--- config.mk ---
export PLATFORM = sky130hd
export DESIGN_NAME = rtbp_top
export DESIGN_NICKNAME = d
export VERILOG_FILES = /design/src/rtbp_pkg.sv /design/src/rtbp_watchdog.sv /design/src/rtbp_top.sv
export VERILOG_INCLUDE_DIRS = /design/src
export SDC_FILE = /design/constraint.sdc
export NUM_CORES = 1
export LEC_CHECK = 0
export BUFFER_PORTS_ARGS = -buffer_cell sky130_fd_sc_hd__buf_2
export CORE_MARGIN = 1.5
export CORE_UTILIZATION = 54
export CTS_CLUSTER_DIAMETER = 30
export DETAILED_ROUTE_END_ITERATION = 8
export GPL_TIMING_DRIVEN = 0
export MAX_ROUTING_LAYER = met4
export PLACE_DENSITY_LB_ADDON = 0.12
export REMOVE_ABC_BUFFERS = 1
export SYNTH_ARGS = -nofsm -noshare
export SYNTH_HDL_FRONTEND = slang
export SYNTH_HIERARCHICAL = 1
export SYNTH_SLANG_ARGS = --single-unit
--- constraint.sdc ---
create_clock -name mclk_i -period 2.7 [get_ports mclk_i]
set_clock_uncertainty 0.05 [all_clocks]
set_input_delay 0.81 -clock mclk_i [delete_from_list [all_inputs] [get_ports mclk_i]]
set_output_delay 0.81 -clock mclk_i [all_outputs]
set_load 0.01 [all_outputs]
--- src/rtbp_params.svh ---
// Constants for the redundant trip bypass path
`ifndef RTBP_PARAMS_SVH
`define RTBP_PARAMS_SVH
`define RTBP_CLK_MHZ        100
`define RTBP_HB_TIMEOUT_US  1000
`define RTBP_HB_TIMEOUT_CYC (`RTBP_HB_TIMEOUT_US * `RTBP_CLK_MHZ)
`define RTBP_NUM_SENSORS    4
`define RTBP_NUM_ZONES      2
`define RTBP_FAULT_ACTIVE   1'b1
`endif

--- src/rtbp_pkg.sv ---
// Types for the redundant trip bypass path
`default_nettype none
package rtbp_pkg;
  // Firmware-side drive requests
  typedef struct packed {
    logic [1:0] coil;        // Pulsed coil drives
    logic [1:0] fault_out;   // Fault indicator outputs
    logic       fault_relay; // Fault indicator relay
    logic       brk_fail;    // Breaker failure output
    logic       err_relay;   // Unit error relay
    logic [3:0] lamps;       // Indicator lamps
  } rtbp_drv_t;
  // Synchronised field inputs
  typedef struct packed {
    logic [3:0] sensor;
    logic [1:0] trip;
    logic [1:0] inhibit;
    logic [1:0] fb;
    logic       rst_in;
    logic       rst_btn;
  } rtbp_in_t;
endpackage : rtbp_pkg
`default_nettype wire

--- src/rtbp_watchdog.sv ---
// Heartbeat watchdog that raises the bypass enable
`timescale 1ns/1ns
`default_nettype none
`include "rtbp_params.svh"
module rtbp_watchdog
  import rtbp_pkg::*;
#(
  parameter int unsigned TIMEOUT_CYC = `RTBP_HB_TIMEOUT_CYC
)(
  input  wire logic mclk_i,
  input  wire logic resetn_i,
  input  wire logic hb_i,
  output logic      bypass_o
);
  // Watchdog state
  typedef struct packed {
    logic        hb_s1;
    logic        hb_s2;
    logic        hb_s3;
    logic [31:0] cnt;
    logic        byp;
  } rtbp_wd_t;
  rtbp_wd_t st_q, st_d;
  logic     hb_edge; // Heartbeat toggle seen
  // Next state
  always_comb
  begin
    st_d       = st_q;
    st_d.hb_s1 = hb_i;
    st_d.hb_s2 = st_q.hb_s1;
    st_d.hb_s3 = st_q.hb_s2;
    hb_edge    = st_q.hb_s2 ^ st_q.hb_s3;
    if (hb_edge)
    begin
      // Processor alive again
      st_d.cnt = 32'h0;
      st_d.byp = 1'b0;
    end
    else if (st_q.cnt >= TIMEOUT_CYC - 1)
    begin
      // Heartbeat missing too long
      st_d.byp = 1'b1;
    end
    else
    begin
      st_d.cnt = st_q.cnt + 32'h1;
    end
  end
  // State register
  always_ff @(posedge mclk_i or negedge resetn_i)
  begin
    if (!resetn_i)
      st_q <= '0;
    else
      st_q <= st_d;
  end
  assign bypass_o = st_q.byp;
endmodule : rtbp_watchdog
`default_nettype wire

--- src/rtbp_top.sv ---
// Redundant trip bypass path: routing from trip inputs to outputs
// What this block does
// - Watchdog unblocks direct trip-to-output path.
// - Bypass ignores programmed delays entirely.
// - Bypass disables sensor presence and health.
// - Bypass ignores inhibit, feedback, resets; drives none.
// - Bypass disables fault relay and breaker-failure.
// - Lamps hold last state when processor stops.
// - Flashing lamp freezes fully on or off.
// - Bypass forces error relay to unit fault.
// - Trip input n drives coil n, output n.
// - Any light sensor trips both zones.
// - Firmware pulses actuator drives.
// - Bypass holds drives while light persists.
// - Only thermal protection drops held drive.
`timescale 1ns/1ns
`default_nettype none
`include "rtbp_params.svh"
module rtbp_top
  import rtbp_pkg::*;
#(
  parameter int unsigned TIMEOUT_CYC = `RTBP_HB_TIMEOUT_CYC
)(
  input  wire logic       mclk_i,
  input  wire logic       resetn_i,
  input  wire logic       hb_i,           // Processor heartbeat toggle
  input  wire logic [3:0] sensor_i,       // Light over threshold
  input  wire logic [1:0] trip_i,         // External trip inputs
  input  wire logic [1:0] inhibit_i,      // Inhibit inputs
  input  wire logic       breaker_feedback_in_1_i,
  input  wire logic       breaker_feedback_in_2_i,
  input  wire logic       rst_in_i,       // Reset input
  input  wire logic       rst_btn_i,      // Reset button
  input  wire logic [1:0] overtemp_i,     // Switch too hot, per coil
  input  wire rtbp_drv_t  fw_i,           // Firmware drive requests
  input  wire logic [3:0] fw_sense_ok_i,  // Firmware sensor health
  output logic [1:0]      coil_o,         // Breaker actuator drives
  output logic            fault_indicator_out_1_o,
  output logic            fault_indicator_out_2_o,
  output logic            fault_indicator_relay_o,
  output logic            brk_fail_o,     // Breaker failure output
  output logic            err_relay_o,    // Unit error relay
  output logic [3:0]      lamps_o,        // Indicator lamps
  output logic [3:0]      sense_ok_o,     // Sensor health indication
  output logic            bypass_o        // Redundant path active
);
  // Whole block state
  typedef struct packed {
    rtbp_in_t  s1;
    rtbp_in_t  s2;
    logic [1:0] ot1;
    logic [1:0] ot2;
    logic [1:0] coil;
    logic [1:0] fout;
    logic       frelay;
    logic       bfail;
    logic       err;
    logic [3:0] lamps;
    logic [3:0] sok;
  } rtbp_st_t;
  rtbp_st_t  st_q, st_d;
  logic      byp;        // Bypass enable from watchdog
  logic      any_light;  // Any sensor sees light
  logic [1:0] zone_trip; // Per-zone trip in bypass

  // Heartbeat watchdog
  rtbp_watchdog #(
    .TIMEOUT_CYC (TIMEOUT_CYC)
  ) u_wd (
    .mclk_i   (mclk_i),
    .resetn_i (resetn_i),
    .hb_i     (hb_i),
    .bypass_o (byp)
  );

  // Next state
  always_comb
  begin
    st_d     = st_q;
    // Two-stage input synchronisers
    st_d.s1  = '{sensor: sensor_i, trip: trip_i, inhibit: inhibit_i,
                 fb: {breaker_feedback_in_2_i, breaker_feedback_in_1_i},
                 rst_in: rst_in_i, rst_btn: rst_btn_i};
    st_d.s2  = st_q.s1;
    st_d.ot1 = overtemp_i;
    st_d.ot2 = st_q.ot1;
    any_light = |st_q.s2.sensor;
    zone_trip = st_q.s2.trip | {2{any_light}};
    if (byp)
    begin
      // Direct routing, no timers involved
      st_d.coil   = zone_trip & ~st_q.ot2;
      st_d.fout   = zone_trip;
      // Feedback, inhibit and resets unread; relay and fail idle
      st_d.frelay = 1'b0;
      st_d.bfail  = 1'b0;
      st_d.err    = `RTBP_FAULT_ACTIVE;
      // Lamps frozen at last level, no blinking
      st_d.lamps  = st_q.lamps;
      st_d.sok    = 4'h0;
    end
    else
    begin
      // Firmware owns every output but bypass_o, coils pulsed by it and cut by overtemp
      st_d.coil   = fw_i.coil & ~st_q.ot2;
      st_d.fout   = fw_i.fault_out;
      st_d.frelay = fw_i.fault_relay;
      st_d.bfail  = fw_i.brk_fail;
      st_d.err    = fw_i.err_relay;
      st_d.lamps  = fw_i.lamps;
      st_d.sok    = fw_sense_ok_i;
    end
  end

  // State register
  always_ff @(posedge mclk_i or negedge resetn_i)
  begin
    if (!resetn_i)
      st_q <= '0;
    else
      st_q <= st_d;
  end

  // Outputs from flip-flops
  assign coil_o                  = st_q.coil;
  assign fault_indicator_out_1_o = st_q.fout[0];
  assign fault_indicator_out_2_o = st_q.fout[1];
  assign fault_indicator_relay_o = st_q.frelay;
  assign brk_fail_o              = st_q.bfail;
  assign err_relay_o             = st_q.err;
  assign lamps_o                 = st_q.lamps;
  assign sense_ok_o              = st_q.sok;
  assign bypass_o                = byp;
endmodule : rtbp_top
`default_nettype wire

# Word level (Yosys, flattened, before mapping)
# Index checks and enable logic that the tools add are counted.
[word_totals]
register_bits = 67
latchBits = 0
mem_bits_rw = 0
romBits = 0
inputBits = 32
word_cells = 32
n_memories = 0
[classes]
add_sub_neg = 1
multipliers = 0
div_mod_pow = 0
magnitude_cmp = 1
eq_ne = 1
n_shift = 0
mux = 4
n_bitwise = 5
n_reduce_logical = 2
[op_table]
columns = ["operator", "n"]
rows = [
  ["33-bit 2-to-1 mux", 1],
  ["32-bit by 1-bit adder with 32-bit output (second input constant)", 1],
  ["32-bit by 17-bit >= comparator with 1-bit output (second input constant)", 1],
  ["32-bit 2-to-1 mux", 1],
  ["15-bit 2-to-1 mux", 1],
  ["2-bit AND", 2],
  ["4-bit OR reduction", 1],
  ["2-bit by 1-bit != test with 1-bit output (second input constant)", 1],
  ["2-bit NOT", 1],
  ["2-bit bitwise OR", 1],
  ["2-bit nonzero test", 1],
  ["1-bit 2-to-1 mux", 1],
  ["1-bit XOR", 1],
]

# Depth between registers and ports, before layout
[logic_depth]
word_depth = 4
depth_mapped = 6
depth_no_buf = 6

# Modules after synthesis
# Netlist, hierarchy kept.
[by_module_without_submodules]
columns = ["module", "instances", "cells_per_inst", "area_per_inst_um2", "seq_area_each_um2"]
rows = [
  ["rtbp_watchdog", 1, 148, 1605.3, 900.9],
  ["rtbp_top", 1, 65, 1057.3, 775.7],
]

# Worst setup path before layout
# No wires, ideal clock.
[synth_timing]
kind = "reg-to-reg"
startpoint = "reg u_wd/st_q[15] (netlist bit)"
endpoint = "reg u_wd/st_q[11] (netlist bit)"
setup_ns = 0.120
arrival_time_ns = 2.007
path_slack_ns = 0.522
stages_incl_launch_ff = 6
n_path_buf = 0
path_cell_list = "dfrtp_1 -> or4_4 -> o211a_4 -> nor4_4 -> a31oi_1 -> a41o_1"
[synth_between]
elab_chain_len = 2
[synth_lines]
columns = ["element", "line_no", "source"]
rows = [
  ["from (decl)", "rtbp_watchdog.sv:23", "rtbp_wd_t st_q, st_d;"],
  ["from (signal assigned)", "rtbp_watchdog.sv:55", "st_q <= st_d;"],
  ["32-bit by 17-bit >= comparator with 1-bit output", "rtbp_watchdog.sv:39", "else if (st_q.cnt >= TIMEOUT_CYC - 1)"],
  ["2-bit by 1-bit != test with 1-bit output (no source line)", "-", ""],
]
# Every way passes these cells.
# A chain may end at the register's enable or synchronous reset.

# Worst setup path in the final report
[layout_timing]
startpoint = "reg u_wd/st_q[15] (netlist bit)"
endpoint = "reg u_wd/st_q[15] (netlist bit)"
[layout_between]
elab_chain_len = 3
[layout_lines]
columns = ["element", "line_no", "source"]
rows = [
  ["32-bit by 1-bit adder with 32-bit output", "rtbp_watchdog.sv:46", "st_d.cnt = st_q.cnt + 32'h1;"],
  ["32-bit 2-to-1 mux", "rtbp_watchdog.sv:39", ""],
  ["33-bit 2-to-1 mux", "rtbp_watchdog.sv:33", "if (hb_edge)"],
]
# Several ways; a longest one is shown, not always the timed one. The select of a mux whose other input is x is not followed.

==> flow_metrics.py <==
metrics = {
    "global_routing": {
        "antenna_found_initial": 0,
        "grt_pass1_wl_um": 7030,
        "overflow": 0,
        "grt_usage_pct": 18.3,
        "grt_start_max_net_pins": 68,
        "grt_pass1_vias": 1586,
    },
    "power": {
        "cellPowerDensity_nw_per_um2": 630,
        "leakage_nw": 1.53,
        "ir_drop_v": 0.000440,
    },
    "placement": {
        "gp_congestion": 0.751,
        "numPortBuffers": 41,
        "hpwlAfterDp_um": 2570,
    },
    "routing": {
        "drt-initial-drc-count": 129,
        "ant_nets": 0,
        "viasPerCell": 5.17,
        "drc": 0,
        "dr.pass1.iters": 4,
        "wire_per_inst_um": 12.5,
        "routed_wl_um": 4020,
        "via_count": 1661,
    },
    "clock_tree": {
        "cts_resized": 0,
        "clockBufferDepth": 2,
        "path_clk_slew_ns": 0.08,
        "htree_levels": 3,
        "clock-root-buffer": "clkbuf_8",
        "cts_tree": "done",
        "holdBufCountCts": 0,
        "cts-buffers-inserted": 9,
        "post-cts-setup-buffers": 0,
        "worstSkewPairLatency_ns": 0.34,
        "clkSinkCount": 67,
    },
    "synth": {
        "ys_types": 36,
        "yosys-top-cells-count": "dfrtp_1 (67), nor2_1 (24), and2_1 (15), nand2_1 (15)",
        "yosys.area.top_type_share_pct": 63.0,
        "yosysMostFrequentCell": "dfrtp_1",
        "yosysTopAreaCell": "dfrtp_1",
        "synth_seq_area_share_pct": 63.0,
        "synth_area_sq_um": 2660,
        "synth_flop_cell": "dfrtp_1",
        "async_flop_share_pct": 100,
        "synth_area_leaders": "dfrtp_1 (63%), and2_1 (3.5%), a41o_1 (3.4%), nor2_1 (3.4%), buf_4 (2.8%)",
        "synth-seq-cells": 67,
        "synth_edf_count": 0,
        "yosysWarningCount": 6,
        "syn_area_per_cell_sq_um": 12.5,
        "synth_cells": 213,
    },
    "setup_path": {
        "cp.required_ns": 2.88,
        "crit_path_start_kind": "register",
        "reg2reg_depth": 5,
        "worst_setup_path_end_kind": "register",
        "path_max_fanout": 10,
        "r2r_slack_ns": 0.29,
        "r2r-end": "u_wd/st_q[15]",
        "arrival_ns": 2.59,
        "timing.rr.start": "u_wd/st_q[15]",
        "critPathKind": "register to register",
    },
    "die": {
        "die_area_sq_um": 5360,
        "row_count": 25,
        "io_pins": 48,
        "die-width_um": 73.2,
        "core_area_sq_um": 4720,
        "die_height_um": 73.2,
        "initial_core_util_pct": 56.4,
    },
    "timing": {
        "rsz0062_at_grt": "false",
        "fmax_mhz": 416,
        "drv_slew": 0,
        "setup_tns_ns": 0,
        "fin_crit_ns": 2.41,
        "timing.final.hold_violations": 0,
        "finalSetupViolCount": 0,
        "fin_crit_sh_pct": 89.1,
        "hold_ws_ns": 0.300,
        "maxSlewHeadroom_pct": 43.9,
        "tightest_slew_ns": 0.841,
    },
    "hold_path": {
        "whs_path_depth": 0,
        "holdPathEnd": "st_q[26]",
        "min-delay-start": "st_d[26]",
        "hold_path.class": "register to register",
    },
    "final_layout": {
        "utilization_pct": 64.6,
        "area_growth_pct": 14.7,
        "final.fill_count": 366,
        "antenna_cells": 0,
        "layout.nets": 282,
        "seqCellArea_sq_um": 1680,
        "drive_gt1_share_pct": 29.9,
        "multi_input_area_sq_um": 881,
    },
    "run_status": {
        "status": "complete, no violations",
    },
    "job": {
        "max-cap-violations": 0,
    },
}
==> critical path, cell delays in order, from the launching register on <==
cell,delay (ns)
dfrtp_1,0.41
or4_4,0.57
o211a_4,0.30
nor4_4,0.58
a31oi_1,0.16
a41o_1,0.23
==> cells by family (layout without fill, tap and decap cells) <==
kind of cell / Yosys count / after routing / synth area share [%]
AO/OA/AOI/OAI: 33 / 33 / 10.3
XOR/XNOR: 6 / 6 / 1.97
multiplexers: 5 / 5 / 2.07
AND/OR/NAND/NOR: 83 / 83 / 17.7
adder cells (fa/ha/maj): 1 / 1 / 0.470
buffers and inverters: 18 / 59 / 4.51
flip-flops: 67 / 67 / 63.0
==> final cells by class <==
| cell class | instances | share of cell area [%] |
|---|---|---|
| Multi-Input combinational cell | 128 | 28.9 |
| Tap cell | 67 | 2.75 |
| Clock buffer | 10 | 4.51 |
| Sequential cell | 67 | 54.9 |
| Inverter | 1 | 0.123 |
| Timing Repair Buffer | 42 | 7.30 |
| Clock inverter | 6 | 1.56 |
==> flip-flops by register name (all words and copies together), names as in the netlist <==
| name | count |
|---|---|
| u_wd/bypass_o | 1 |
| st_d | 8 |
| err_relay_o | 1 |
| fault_indicator_out_2_o | 1 |
| coil_o | 2 |
| u_wd/st_d | 2 |
| sense_ok_o | 4 |
| fault_indicator_out_1_o | 1 |
| lamps_o | 4 |
| st_q | 8 |
| u_wd/st_q | 33 |
| fault_indicator_relay_o | 1 |
| brk_fail_o | 1 |
==> cells in the final DEF (no fill, tap or decap), types with 2 or more instances in the layout <==
cell       instances
and2b_1            3
nor2b_1            4
buf_2             40
nor4_1             3
nand3_1            4
dfrtp_1           67
a21oi_1            5
nand2_1           15
nor2_1            24
a41o_1             9
a211oi_2           3
clkbuf_8          10
mux2_2             4
nand4_1            2
and2_1            15
inv_6              3
xnor2_1            4
a31oi_1           10
nor3_1             3
a2111oi_0          2
nor4_4             2
a31o_2             2
==> layer usage <==
layer	share of wire (%)	up-vias	wire, um	GRT usage (%)
li1	-	812	-	-
met1	48	810	1910	22.7
met2	47	28	1870	27.7
met3	2.9	11	117	3.73
met4	2.9	0	117	11.3
met5	0	-	0	-
==> stage by stage <==
stage / std cells / power, mW / cell area, sq um / setup slack [ns]
finish: 321 / 1.92 / 3050 / 0.294
global route: 321 / 2.01 / 3050 / 0.183
CTS: 321 / 1.96 / 3050 / 0.312
detailed placement: 305 / 1.19 / 2860 / 0.328
global placement: 304 / 1.18 / 2840 / 0.339
floorplan: 196 / 1.12 / 2550 / 0.522
==> power by group <==
part           total (mW)  switching (mW)  internal, mW
clock               0.757           0.389         0.367
sequential           1.06          0.0194          1.04
combinational       0.112          0.0655        0.0469
==> how the worst max path moves through the flow <==
| stage | from | end | slack (ns) | depth (start not counted) |
|---|---|---|---|---|
| floorplan | u_wd/st_q[15] | u_wd/st_q[11] | 0.52 | 5 |
| global placement | u_wd/st_q[15] | u_wd/st_q[13] | 0.34 | 5 |
| detailed placement | u_wd/st_q[15] | u_wd/st_q[15] | 0.33 | 5 |
| CTS | u_wd/st_q[15] | u_wd/st_q[15] | 0.31 | 5 |
| global route | u_wd/st_q[15] | u_wd/st_q[15] | 0.18 | 5 |
| finish | u_wd/st_q[15] | u_wd/st_q[15] | 0.29 | 5 |
No activity file was read; power rests on OpenSTA's default activity.
